<file path="config.mk">
export PLATFORM = sky130hd
export DESIGN_NAME = adma_seq_top
export DESIGN_NICKNAME = d
export VERILOG_FILES = /design/src/core/adma_pkg.sv /design/src/core/adma_buf_if.sv /design/src/core/adma_instr_mem.sv /design/src/core/adma_conv_buf.sv /design/src/core/adma_seq_top.sv
export VERILOG_INCLUDE_DIRS = /design/src /design/src/core
export SDC_FILE = /design/constraint.sdc
export NUM_CORES = 1
export LEC_CHECK = 0
export BUFFER_PORTS_ARGS = -buffer_cell sky130_fd_sc_hd__clkbuf_2
export CORE_MARGIN = 1
export CORE_UTILIZATION = 45
export DETAILED_ROUTE_END_ITERATION = 10
export GPL_ROUTABILITY_DRIVEN = 0
export HOLD_SLACK_MARGIN = 0.1
export MAX_ROUTING_LAYER = met4
export PLACE_DENSITY_LB_ADDON = 0.2
export SLEW_MARGIN = 20
export SYNTH_ARGS = -nofsm -noshare
export SYNTH_HDL_FRONTEND = slang
export SYNTH_HIERARCHICAL = 1
export SYNTH_SLANG_ARGS = --single-unit
</file>
<file path="constraint.sdc">
create_clock -name core_clk -period 4.7 [get_ports core_clk]
set_clock_uncertainty 0.2 [all_clocks]
set_input_delay 0 -clock core_clk [delete_from_list [all_inputs] [get_ports core_clk]]
set_output_delay 0 -clock core_clk [all_outputs]
set_load 0.02 [all_outputs]
</file>
<file path="src/core/adma_regs.svh">
// Register offsets, field positions, reset values and fixed sizes of the
// converter-to-data-RAM sequencer. Included by every file that uses it.
`ifndef ADMA_REGS_SVH
`define ADMA_REGS_SVH

// Register offsets on the 8-bit register port
`define ADMA_OFS_CTRL      8'h00
`define ADMA_OFS_CFG       8'h01
`define ADMA_OFS_IPTR      8'h02
`define ADMA_OFS_IDATA     8'h03
`define ADMA_OFS_START_HI  8'h04
`define ADMA_OFS_START_LO  8'h05
`define ADMA_OFS_WPTR_HI   8'h06
`define ADMA_OFS_WPTR_LO   8'h07
`define ADMA_OFS_BOUND     8'h08
`define ADMA_OFS_STATUS    8'h09
`define ADMA_OFS_LIMIT_HI  8'h0A
`define ADMA_OFS_LIMIT_LO  8'h0B
`define ADMA_OFS_COUNT_HI  8'h0C
`define ADMA_OFS_COUNT_LO  8'h0D

// Control register fields
`define ADMA_CTRL_EN       7
`define ADMA_CTRL_DONE     6
`define ADMA_CTRL_MODE     5
`define ADMA_CTRL_ERR1     4
`define ADMA_CTRL_ERR0     3
`define ADMA_CTRL_WARN1    1
`define ADMA_CTRL_WARN0    0

// Configuration register fields
`define ADMA_CFG_HALT      7
`define ADMA_CFG_BUSY      6
`define ADMA_CFG_CNT_OVF   2
`define ADMA_CFG_EOO       0

// Instruction fields
`define ADMA_INS_CONT      7
`define ADMA_INS_DIFF      6
`define ADMA_INS_CONV1     5
`define ADMA_INS_CONV0     4

// Sizes and reset values
`define ADMA_INS_DEPTH     64
`define ADMA_ONCHIP_TOP    16'h1000
`define ADMA_RST_BYTE      8'h00
`define ADMA_RST_WORD      16'h0000
`endif

</file>
<file path="src/core/adma_pkg.sv">
// Types shared by the sequencer top and its converter buffers.
// Assumes the register header is on the include path.
package adma_pkg;
  typedef logic [7:0]  adma_byte_t;
  typedef logic [15:0] adma_word_t;
  typedef logic [5:0]  adma_iaddr_t;

  // Gray codes along idle, fetch, decode, wait, write, next
  typedef enum logic [2:0] {
    ST_IDLE   = 3'h0,
    ST_FETCH  = 3'h1,
    ST_DECODE = 3'h3,
    ST_WAIT   = 3'h2,
    ST_WRITE  = 3'h6,
    ST_NEXT   = 3'h7
  } adma_state_t;
endpackage : adma_pkg

</file>
<file path="src/core/adma_buf_if.sv">
// Connection between the sequencer and one converter result buffer.
// Assumes both ends share core_clk.
interface adma_buf_if;
  logic        done;
  logic [15:0] result;
  logic        take_en;
  logic        drain;
  logic        full;
  logic [15:0] word;
  logic        warn;
  logic        err;

  modport eng (output done, output result, output take_en, output drain,
               input full, input word, input warn, input err);
  modport cvt (input done, input result, input take_en, input drain,
               output full, output word, output warn, output err);
endinterface : adma_buf_if

</file>
<file path="src/core/adma_instr_mem.sv">
// Instruction store: one write port and two registered read ports.
// Assumes all ports are on core_clk.
`include "adma_regs.svh"
module adma_instr_mem
  import adma_pkg::*;
(
  // Clock and reset
  input  wire logic        core_clk,
  input  wire logic        rst_n,
  // Write port
  input  wire logic        wr_en,
  input  wire adma_iaddr_t wr_addr,
  input  wire adma_byte_t  wr_data,
  // Read ports
  input  wire adma_iaddr_t rd_addr_a,
  output adma_byte_t       rd_data_a,
  input  wire adma_iaddr_t rd_addr_b,
  output adma_byte_t       rd_data_b
);
  adma_byte_t mem_q [`ADMA_INS_DEPTH];

  always_ff @(posedge core_clk)
  begin
    if (wr_en)
      mem_q[wr_addr] <= wr_data;
  end

  always_ff @(posedge core_clk or negedge rst_n)
  begin
    if (!rst_n)
    begin
      rd_data_a <= `ADMA_RST_BYTE;
      rd_data_b <= `ADMA_RST_BYTE;
    end
    else
    begin
      rd_data_a <= mem_q[rd_addr_a];
      rd_data_b <= mem_q[rd_addr_b];
    end
  end
endmodule // adma_instr_mem

</file>
<file path="src/core/adma_conv_buf.sv">
// Result buffer of one converter path, one word plus one pending word, with warning and error.
// Assumes the done strobe is a one-cycle pulse on core_clk.
`include "adma_regs.svh"
module adma_conv_buf
  import adma_pkg::*;
(
  // Clock and reset
  input  wire logic core_clk,
  input  wire logic rst_n,
  // Sequencer side
  adma_buf_if.cvt   bus
);
  logic       full_q;
  adma_word_t buf_q;
  logic       pend_q;
  adma_word_t hold_q;
  logic       take;
  logic       move;

  // Result lands in the buffer at once when it is (or is becoming) empty
  assign take     = bus.done && bus.take_en && (!full_q || (bus.drain && !pend_q));
  assign move     = bus.drain && pend_q;
  assign bus.full = full_q;
  assign bus.word = buf_q;
  assign bus.warn = bus.done && bus.take_en && !take;
  assign bus.err  = bus.warn && pend_q && !move;

  always_ff @(posedge core_clk or negedge rst_n)
  begin
    if (!rst_n)
    begin
      full_q <= 1'b0;
      buf_q  <= `ADMA_RST_WORD;
      pend_q <= 1'b0;
      hold_q <= `ADMA_RST_WORD;
    end
    else if (!bus.take_en && !full_q)
      pend_q <= 1'b0;
    else
    begin
      if (take)
      begin
        buf_q  <= bus.result;
        full_q <= 1'b1;
      end
      else if (move)
        buf_q <= hold_q;
      else if (bus.drain)
        full_q <= 1'b0;
      if (bus.warn)
      begin
        hold_q <= bus.result;
        pend_q <= 1'b1;
      end
      else if (move)
        pend_q <= 1'b0;
    end
  end
endmodule // adma_conv_buf

</file>
<file path="src/core/adma_seq_top.sv">
// Instruction-driven sequencer that moves converter results into data RAM.
// Assumes converter strobes and core RAM activity are on core_clk.
//
// Added by the designer: strobed register access and the register addresses.
`include "adma_regs.svh"

// Notes on behaviour
// - Sixty-four eight-bit instruction entries
// - Data port writes/reads entry at pointer
// - Pointer advances after each data port access
// - Engine only waits; never starts conversions
// - Zero byte ends; top bit adds continuous
// - Fetch converter 0, 1, or both in order
// - Differential from converter 0 overrides single-ended; code still fetches converter 1 if its bit is set
// - Two or four bytes per instruction
// - On-chip writes only when core idle
// - Halt clear gives engine external RAM
// - Core external accesses dropped while halt clear
// - External writes wait; overflow may lose data
// - Write pointer loads from start on enable
// - Write pointer advances by two or four
// - Status pointer loads from boundary at start
// - Mode 0 runs each instruction once
// - End instruction reloads status pointer
// - Mode 0 end: continuous or count down
// - Repeat counter loads limit at start
// - Mode 1 repeats instruction until count zero
// - Mode 1 end: continue or stop
// - Completion flag set when finished, software clears
// - Per-converter buffer with warning and error
// - Enable bit starts, stops, reads busy
module adma_seq_top
  import adma_pkg::*;
(
  // Clock and reset
  input  wire logic        core_clk,
  input  wire logic        rst_n,
  // Register port
  input  wire logic [7:0]  reg_addr,
  input  wire adma_byte_t  reg_wdata,
  input  wire logic        reg_wr,
  input  wire logic        reg_rd,
  output adma_byte_t       reg_rdata,
  // Converter results
  input  wire logic        conv0_done,
  input  wire adma_word_t  conv0_word,
  input  wire logic        conv1_done,
  input  wire adma_word_t  conv1_word,
  // On-chip data RAM
  input  wire logic        core_onchip_busy,
  output logic             onchip_we,
  output adma_word_t       onchip_addr,
  output adma_byte_t       onchip_wdata,
  // External data RAM
  output logic             ext_we,
  output adma_word_t       ext_addr,
  output adma_byte_t       ext_wdata,
  output logic             ext_ram_halt,
  input  wire logic        core_ext_wr,
  input  wire logic        core_ext_rd,
  output logic             core_ext_wr_ok,
  output logic             core_ext_rd_ok
);
  // Instruction decoding used by fetch and by completion
  function automatic logic wants0(input adma_byte_t ins);
    return ins[`ADMA_INS_CONV0] | ins[`ADMA_INS_DIFF];
  endfunction

  function automatic logic wants1(input adma_byte_t ins);
    return ins[`ADMA_INS_CONV1];
  endfunction

  function automatic logic is_end(input adma_byte_t ins);
    return !wants0(ins) && !wants1(ins);
  endfunction

  adma_state_t state_q;
  adma_iaddr_t iptr_q;
  adma_iaddr_t bound_q;
  adma_iaddr_t status_q;
  adma_word_t  start_q;
  adma_word_t  wptr_q;
  adma_word_t  limit_q;
  adma_word_t  count_q;
  adma_byte_t  ins_q;
  logic        mode_q;
  logic        halt_q;
  logic        done_flag_q;
  logic        eoo_flag_q;
  logic        ovf_flag_q;
  logic [1:0]  warn_q;
  logic [1:0]  err_q;
  logic        sel1_q;
  logic        lo_byte_q;
  adma_word_t  byte_addr_q;
  adma_byte_t  byte_data_q;
  adma_byte_t  rdata_q;
  logic        rd_idata_q;

  adma_byte_t  ins_rd;
  adma_byte_t  sw_rd;
  adma_buf_if  cb0 ();
  adma_buf_if  cb1 ();

  // Register decode
  logic wr_ctrl;
  logic wr_cfg;
  logic idata_hit;
  logic start_cmd;
  logic stop_cmd;
  logic busy;
  assign wr_ctrl   = reg_wr && (reg_addr == `ADMA_OFS_CTRL);
  assign wr_cfg    = reg_wr && (reg_addr == `ADMA_OFS_CFG);
  assign idata_hit = (reg_wr || reg_rd) && (reg_addr == `ADMA_OFS_IDATA);
  assign busy      = (state_q != ST_IDLE);
  assign start_cmd = wr_ctrl && reg_wdata[`ADMA_CTRL_EN] && !busy;
  assign stop_cmd  = wr_ctrl && !reg_wdata[`ADMA_CTRL_EN];

  // Byte write grant: on-chip only when the core leaves it, off-chip by halt
  logic tgt_onchip;
  logic grant;
  logic writing;
  assign tgt_onchip = (byte_addr_q < `ADMA_ONCHIP_TOP);
  assign writing    = (state_q == ST_WRITE);
  assign grant      = tgt_onchip ? !core_onchip_busy : !halt_q;
  assign onchip_we    = writing && tgt_onchip && grant;
  assign onchip_addr  = byte_addr_q;
  assign onchip_wdata = byte_data_q;
  assign ext_we       = writing && !tgt_onchip && grant;
  assign ext_addr     = byte_addr_q;
  assign ext_wdata    = byte_data_q;
  assign ext_ram_halt = halt_q;

  // Core external accesses only reach RAM while it owns the bus
  assign core_ext_wr_ok = core_ext_wr && halt_q;
  assign core_ext_rd_ok = core_ext_rd && halt_q;

  // Converter buffers: collect only what the running instruction asks for
  logic       byte_done;
  logic       word_done;
  adma_word_t cur_word;
  logic       cur_full;
  assign cb0.done    = conv0_done;
  assign cb0.result  = conv0_word;
  assign cb0.take_en = busy && (state_q != ST_FETCH) && wants0(ins_q);
  assign cb1.done    = conv1_done;
  assign cb1.result  = conv1_word;
  assign cb1.take_en = busy && (state_q != ST_FETCH) && wants1(ins_q);
  assign byte_done   = writing && grant;
  assign word_done   = byte_done && lo_byte_q;
  assign cb0.drain   = word_done && !sel1_q;
  assign cb1.drain   = word_done && sel1_q;
  assign cur_word    = sel1_q ? cb1.word : cb0.word;
  assign cur_full    = sel1_q ? cb1.full : cb0.full;

  // Next instruction choice
  adma_word_t  count_dec;
  logic        ins_end;
  logic        cont;
  logic        second_word;
  assign count_dec   = count_q - 16'h0001;
  assign ins_end     = is_end(ins_q);
  assign cont        = ins_q[`ADMA_INS_CONT];
  assign second_word = !sel1_q && wants0(ins_q) && wants1(ins_q);

  adma_instr_mem u_mem (
    .core_clk  (core_clk),
    .rst_n     (rst_n),
    .wr_en     (reg_wr && idata_hit),
    .wr_addr   (iptr_q),
    .wr_data   (reg_wdata),
    .rd_addr_a (iptr_q),
    .rd_data_a (sw_rd),
    .rd_addr_b (status_q),
    .rd_data_b (ins_rd)
  );

  adma_conv_buf u_buf0 (
    .core_clk (core_clk),
    .rst_n    (rst_n),
    .bus      (cb0.cvt)
  );

  adma_conv_buf u_buf1 (
    .core_clk (core_clk),
    .rst_n    (rst_n),
    .bus      (cb1.cvt)
  );

  // Software registers and sticky flags; a set in the clearing cycle wins
  always_ff @(posedge core_clk or negedge rst_n)
  begin
    if (!rst_n)
    begin
      iptr_q  <= 6'h00;
      bound_q <= 6'h00;
      start_q <= `ADMA_RST_WORD;
      limit_q <= `ADMA_RST_WORD;
      mode_q  <= 1'b0;
      halt_q  <= 1'b0;
      warn_q  <= 2'h0;
      err_q   <= 2'h0;
    end
    else
    begin
      if (idata_hit)
        iptr_q <= iptr_q + 6'h01;
      else if (reg_wr && reg_addr == `ADMA_OFS_IPTR)
        iptr_q <= reg_wdata[5:0];
      if (reg_wr && reg_addr == `ADMA_OFS_BOUND)
        bound_q <= reg_wdata[5:0];
      if (reg_wr && reg_addr == `ADMA_OFS_START_HI)
        start_q[15:8] <= reg_wdata;
      if (reg_wr && reg_addr == `ADMA_OFS_START_LO)
        start_q[7:0] <= reg_wdata;
      if (reg_wr && reg_addr == `ADMA_OFS_LIMIT_HI)
        limit_q[15:8] <= reg_wdata;
      if (reg_wr && reg_addr == `ADMA_OFS_LIMIT_LO)
        limit_q[7:0] <= reg_wdata;
      if (wr_ctrl)
        mode_q <= reg_wdata[`ADMA_CTRL_MODE];
      if (wr_cfg)
        halt_q <= reg_wdata[`ADMA_CFG_HALT];
      warn_q <= (wr_ctrl ? (warn_q & {reg_wdata[`ADMA_CTRL_WARN1], reg_wdata[`ADMA_CTRL_WARN0]})
                         : warn_q) | {cb1.warn, cb0.warn};
      err_q  <= (wr_ctrl ? (err_q & {reg_wdata[`ADMA_CTRL_ERR1], reg_wdata[`ADMA_CTRL_ERR0]})
                         : err_q) | {cb1.err, cb0.err};
    end
  end

  // Sequencer
  always_ff @(posedge core_clk or negedge rst_n)
  begin
    if (!rst_n)
    begin
      state_q     <= ST_IDLE;
      status_q    <= 6'h00;
      wptr_q      <= `ADMA_RST_WORD;
      count_q     <= `ADMA_RST_WORD;
      ins_q       <= `ADMA_RST_BYTE;
      sel1_q      <= 1'b0;
      lo_byte_q   <= 1'b0;
      byte_addr_q <= `ADMA_RST_WORD;
      byte_data_q <= `ADMA_RST_BYTE;
      done_flag_q <= 1'b0;
      eoo_flag_q  <= 1'b0;
      ovf_flag_q  <= 1'b0;
    end
    else
    begin
      if (wr_ctrl && !reg_wdata[`ADMA_CTRL_DONE])
        done_flag_q <= 1'b0;
      if (wr_cfg && !reg_wdata[`ADMA_CFG_EOO])
        eoo_flag_q <= 1'b0;
      if (wr_cfg && !reg_wdata[`ADMA_CFG_CNT_OVF])
        ovf_flag_q <= 1'b0;
      if (stop_cmd)
      begin
        state_q <= ST_IDLE;
        ins_q   <= `ADMA_RST_BYTE;
      end
      else
      begin
        case (state_q)
          ST_IDLE:
          begin
            if (start_cmd)
            begin
              wptr_q   <= start_q;
              count_q  <= limit_q;
              status_q <= bound_q;
              state_q  <= ST_FETCH;
            end
          end
          ST_FETCH:
            state_q <= ST_DECODE;
          ST_DECODE:
          begin
            ins_q     <= ins_rd;
            sel1_q    <= !wants0(ins_rd);
            lo_byte_q <= 1'b0;
            state_q   <= is_end(ins_rd) ? ST_NEXT : ST_WAIT;
          end
          ST_WAIT:
          begin
            if (cur_full)
            begin
              byte_addr_q <= wptr_q;
              byte_data_q <= cur_word[15:8];
              state_q     <= ST_WRITE;
            end
          end
          ST_WRITE:
          begin
            if (byte_done)
            begin
              wptr_q    <= wptr_q + 16'h0001;
              lo_byte_q <= !lo_byte_q;
              if (!lo_byte_q)
              begin
                byte_addr_q <= byte_addr_q + 16'h0001;
                byte_data_q <= cur_word[7:0];
              end
              else if (second_word)
              begin
                sel1_q  <= 1'b1;
                state_q <= ST_WAIT;
              end
              else
                state_q <= ST_NEXT;
            end
          end
          ST_NEXT:
          begin
            state_q <= ST_FETCH;
            if (ins_end)
            begin
              eoo_flag_q <= 1'b1;
              status_q   <= bound_q;
              if (!cont && mode_q)
              begin
                state_q     <= ST_IDLE;
                done_flag_q <= 1'b1;
              end
              else if (!cont)
              begin
                count_q <= count_dec;
                if (count_dec == `ADMA_RST_WORD)
                begin
                  ovf_flag_q  <= 1'b1;
                  state_q     <= ST_IDLE;
                  done_flag_q <= 1'b1;
                end
              end
            end
            else if (!mode_q)
              status_q <= status_q + 6'h01;
            else if (count_dec == `ADMA_RST_WORD)
            begin
              count_q    <= limit_q;
              ovf_flag_q <= 1'b1;
              status_q   <= status_q + 6'h01;
            end
            else
              count_q <= count_dec;
          end
          default:
            state_q <= ST_IDLE;
        endcase
      end
    end
  end

  // Register read-back, answered in the following cycle
  adma_byte_t rd_mux;
  assign rd_mux =
    (reg_addr == `ADMA_OFS_CTRL)     ? {busy, done_flag_q, mode_q, err_q, 1'b0, warn_q} :
    (reg_addr == `ADMA_OFS_CFG)      ? {halt_q, writing && !tgt_onchip, 3'h0,
                                        ovf_flag_q, 1'b0, eoo_flag_q} :
    (reg_addr == `ADMA_OFS_IPTR)     ? {2'h0, iptr_q} :
    (reg_addr == `ADMA_OFS_START_HI) ? start_q[15:8] :
    (reg_addr == `ADMA_OFS_START_LO) ? start_q[7:0] :
    (reg_addr == `ADMA_OFS_WPTR_HI)  ? wptr_q[15:8] :
    (reg_addr == `ADMA_OFS_WPTR_LO)  ? wptr_q[7:0] :
    (reg_addr == `ADMA_OFS_BOUND)    ? {2'h0, bound_q} :
    (reg_addr == `ADMA_OFS_STATUS)   ? {2'h0, status_q} :
    (reg_addr == `ADMA_OFS_LIMIT_HI) ? limit_q[15:8] :
    (reg_addr == `ADMA_OFS_LIMIT_LO) ? limit_q[7:0] :
    (reg_addr == `ADMA_OFS_COUNT_HI) ? count_q[15:8] :
    (reg_addr == `ADMA_OFS_COUNT_LO) ? count_q[7:0] : `ADMA_RST_BYTE;

  always_ff @(posedge core_clk or negedge rst_n)
  begin
    if (!rst_n)
    begin
      rdata_q    <= `ADMA_RST_BYTE;
      rd_idata_q <= 1'b0;
    end
    else
    begin
      rdata_q    <= reg_rd ? rd_mux : `ADMA_RST_BYTE;
      rd_idata_q <= reg_rd && idata_hit;
    end
  end

  assign reg_rdata = rd_idata_q ? sw_rd : rdata_q;
endmodule // adma_seq_top

</file>
==> impl_metrics.json <==
{
  "final_net_count": 2591,
  "setup_viol": 5,
  "worstSetupEndpointType": "flop",
  "largest_reg_flops": 512,
  "max-cap-violations": 0,
  "initialDrtViolationCount": 2395,
  "dpl_cell_area_sq_mm": 0.03571,
  "num_rows": 101,
  "wl_per_cell_microns": 26.27,
  "clkSlewWorstSetupHoldPaths_ns": 0.06,
  "vias_per_cell": 6.318,
  "fin_ws_ns": -0.004587,
  "drc": 0,
  "peakVddDrop_mv": 0.2917,
  "timing.rr.start": "ext_addr[12]",
  "cp-start-kind": "input pin",
  "cts-htree-levels": 3,
  "p_leak_nw": 13.66,
  "grt_pass1_wl_mm": 144.0,
  "relSlewSlack_pct": 31.09,
  "cp.arrival_ns": 4.75,
  "dieArea_sq_mm": 0.07829,
  "fmax_mhz": 212.6,
  "start_util_pct": 45.58,
  "path_class": "in2reg",
  "maxSlewViolCount": 0,
  "grt_setup_unrepaired": "true",
  "grt_max_degree": 119,
  "register_area_sq_mm": 0.02072,
  "root_buffer": "clkbuf_16",
  "max-clock-path-buffers": 3,
  "min_from": "core_ext_wr",
  "top_register": "u_mem/mem_q",
  "cts_tree": "built",
  "grt_usage_pct": 25.13,
  "ant_nets": 0,
  "antenna_found_initial": 2,
  "dieHeight_microns": 279.8,
  "final_cell_mix": "512 x edfxtp_1, 207 x dfrtp_1, 197 x mux4_2",
  "cp_max_fo": 16,
  "finalCritPeriodShare_pct": 100.1,
  "finalInstanceArea_sq_mm": 0.03928,
  "clk_latency_ns": 0.63,
  "first_pass_iters": 8,
  "ctsResizeCount": 0,
  "fillers": 6352,
  "fin_crit_ns": 4.705,
  "final_hold_viol_count": 0,
  "synth.cell_area_sq_mm": 0.03473,
  "hold_ws_ns": 0.1368,
  "multi_input_area_sq_mm": 0.01251,
  "status": "complete, but fails checks",
  "ios": 118,
  "grt_pass1_vias": 22950,
  "port_buffers": 117,
  "final_common_cell": "edfxtp_1",
  "synth_nets": 2457,
  "cts_sinks": 725,
  "syn_inst": 2394,
  "syn_area_per_cell_sq_um": 14.51,
  "p_per_area_mw_per_mm2": 512.1,
  "drt-total-wl_mm": 95.22,
  "routed-via-count": 22900,
  "yosysWarnings": 6,
  "die_w_microns": 279.8,
  "hold_class": "in2out",
  "worstSetupStartpoint": "reg_addr[7]",
  "hpwl_mm": 61.39,
  "violations": "negative setup slack",
  "cts_made_buffers": 79,
  "drive_above_1_share_pct": 24.26,
  "overflow": 0,
  "crit_required_ns": 4.74,
  "area_growth_pct": 13.11,
  "post_cts_buffers": 0,
  "worst_pin_slew_ns": 1.030,
  "coreArea_sq_mm": 0.07620
}
## path summary, 6_finish.rpt
kind / end / slack (ns) / depth (start not counted)
setup reg to reg: err_q[1] / 0.68 / 9
min in group asynchronous: u_buf1/hold_q[14] / 0.38 / 4
setup / recovery: u_mem/mem_q[46][5] / -0.005 / 13
hold reg to reg: ext_wdata[4] / 0.31 / 2
hold / removal: core_ext_wr_ok / 0.14 / 3
max in group asynchronous: iptr_q[1] / 3.29 / 4
## layer usage
layer / vias up / GRT usage [%] / part of all wire (%) / wire, microns
met2: 1057 / 38.85 / 47 / 45150
met5: - / - / 0 / 0
met4: 0 / 7.874 / 3.1 / 2985
li1: 9810 / - / - / -
met3: 180 / 3.862 / 7.5 / 7101
met1: 11850 / 34.35 / 42 / 39980
## power by group
group / switching (mW) / internal (mW) / total (mW)
Combinational: 2.96 / 2.39 / 5.35
Clock: 2.56 / 3.56 / 6.12
Sequential: 1.13 / 7.53 / 8.65
## metrics by stage
stage	utilization, %	instances	setup TNS [ns]	worst slack, ns	power, mW
CTS	51.55	3623	0	0.06230	20.17
global route	51.55	3624	-7.257	-0.1723	20.92
global placement	46.86	3377	0	0.8275	13.88
detailed placement	46.86	3377	0	0.7480	13.99
finish	51.55	3624	-0.009373	-0.004587	20.12
floorplan	-	2394	0	1.482	12.44
## critical path: stages
cell	delay, ns
dlygate4sd3_1	0.54
clkbuf_2	0.13
nor4_4	0.19
dlygate4sd3_1	0.58
buf_4	0.21
nand3_1	0.12
dlygate4sd3_1	0.62
or2_2	0.36
nor2_1	0.15
buf_4	0.19
nor2b_1	0.27
nand3_1	0.50
nor2_1	0.87
## cell type report
cell class              instances  share of cell area (%)
multi-input cells            1419                   31.84
repair buffers                275                   5.345
flip-flops and latches        725                   52.75
well taps                    1030                   3.281
inverters                      28                  0.2803
diodes                          1                0.006370
clock buffers                 110                   5.587
clock inverters                36                  0.9109
## what timing repair did
| item | 4_1_cts | 5_1_grt |
|---|---|---|
| hold endpoints to repair | 680 | 0 |
| setup endpoints to repair | 0 | 56 |
| hold buffers | 100 | 0 |
No activity file was read; power rests on OpenSTA's default activity.
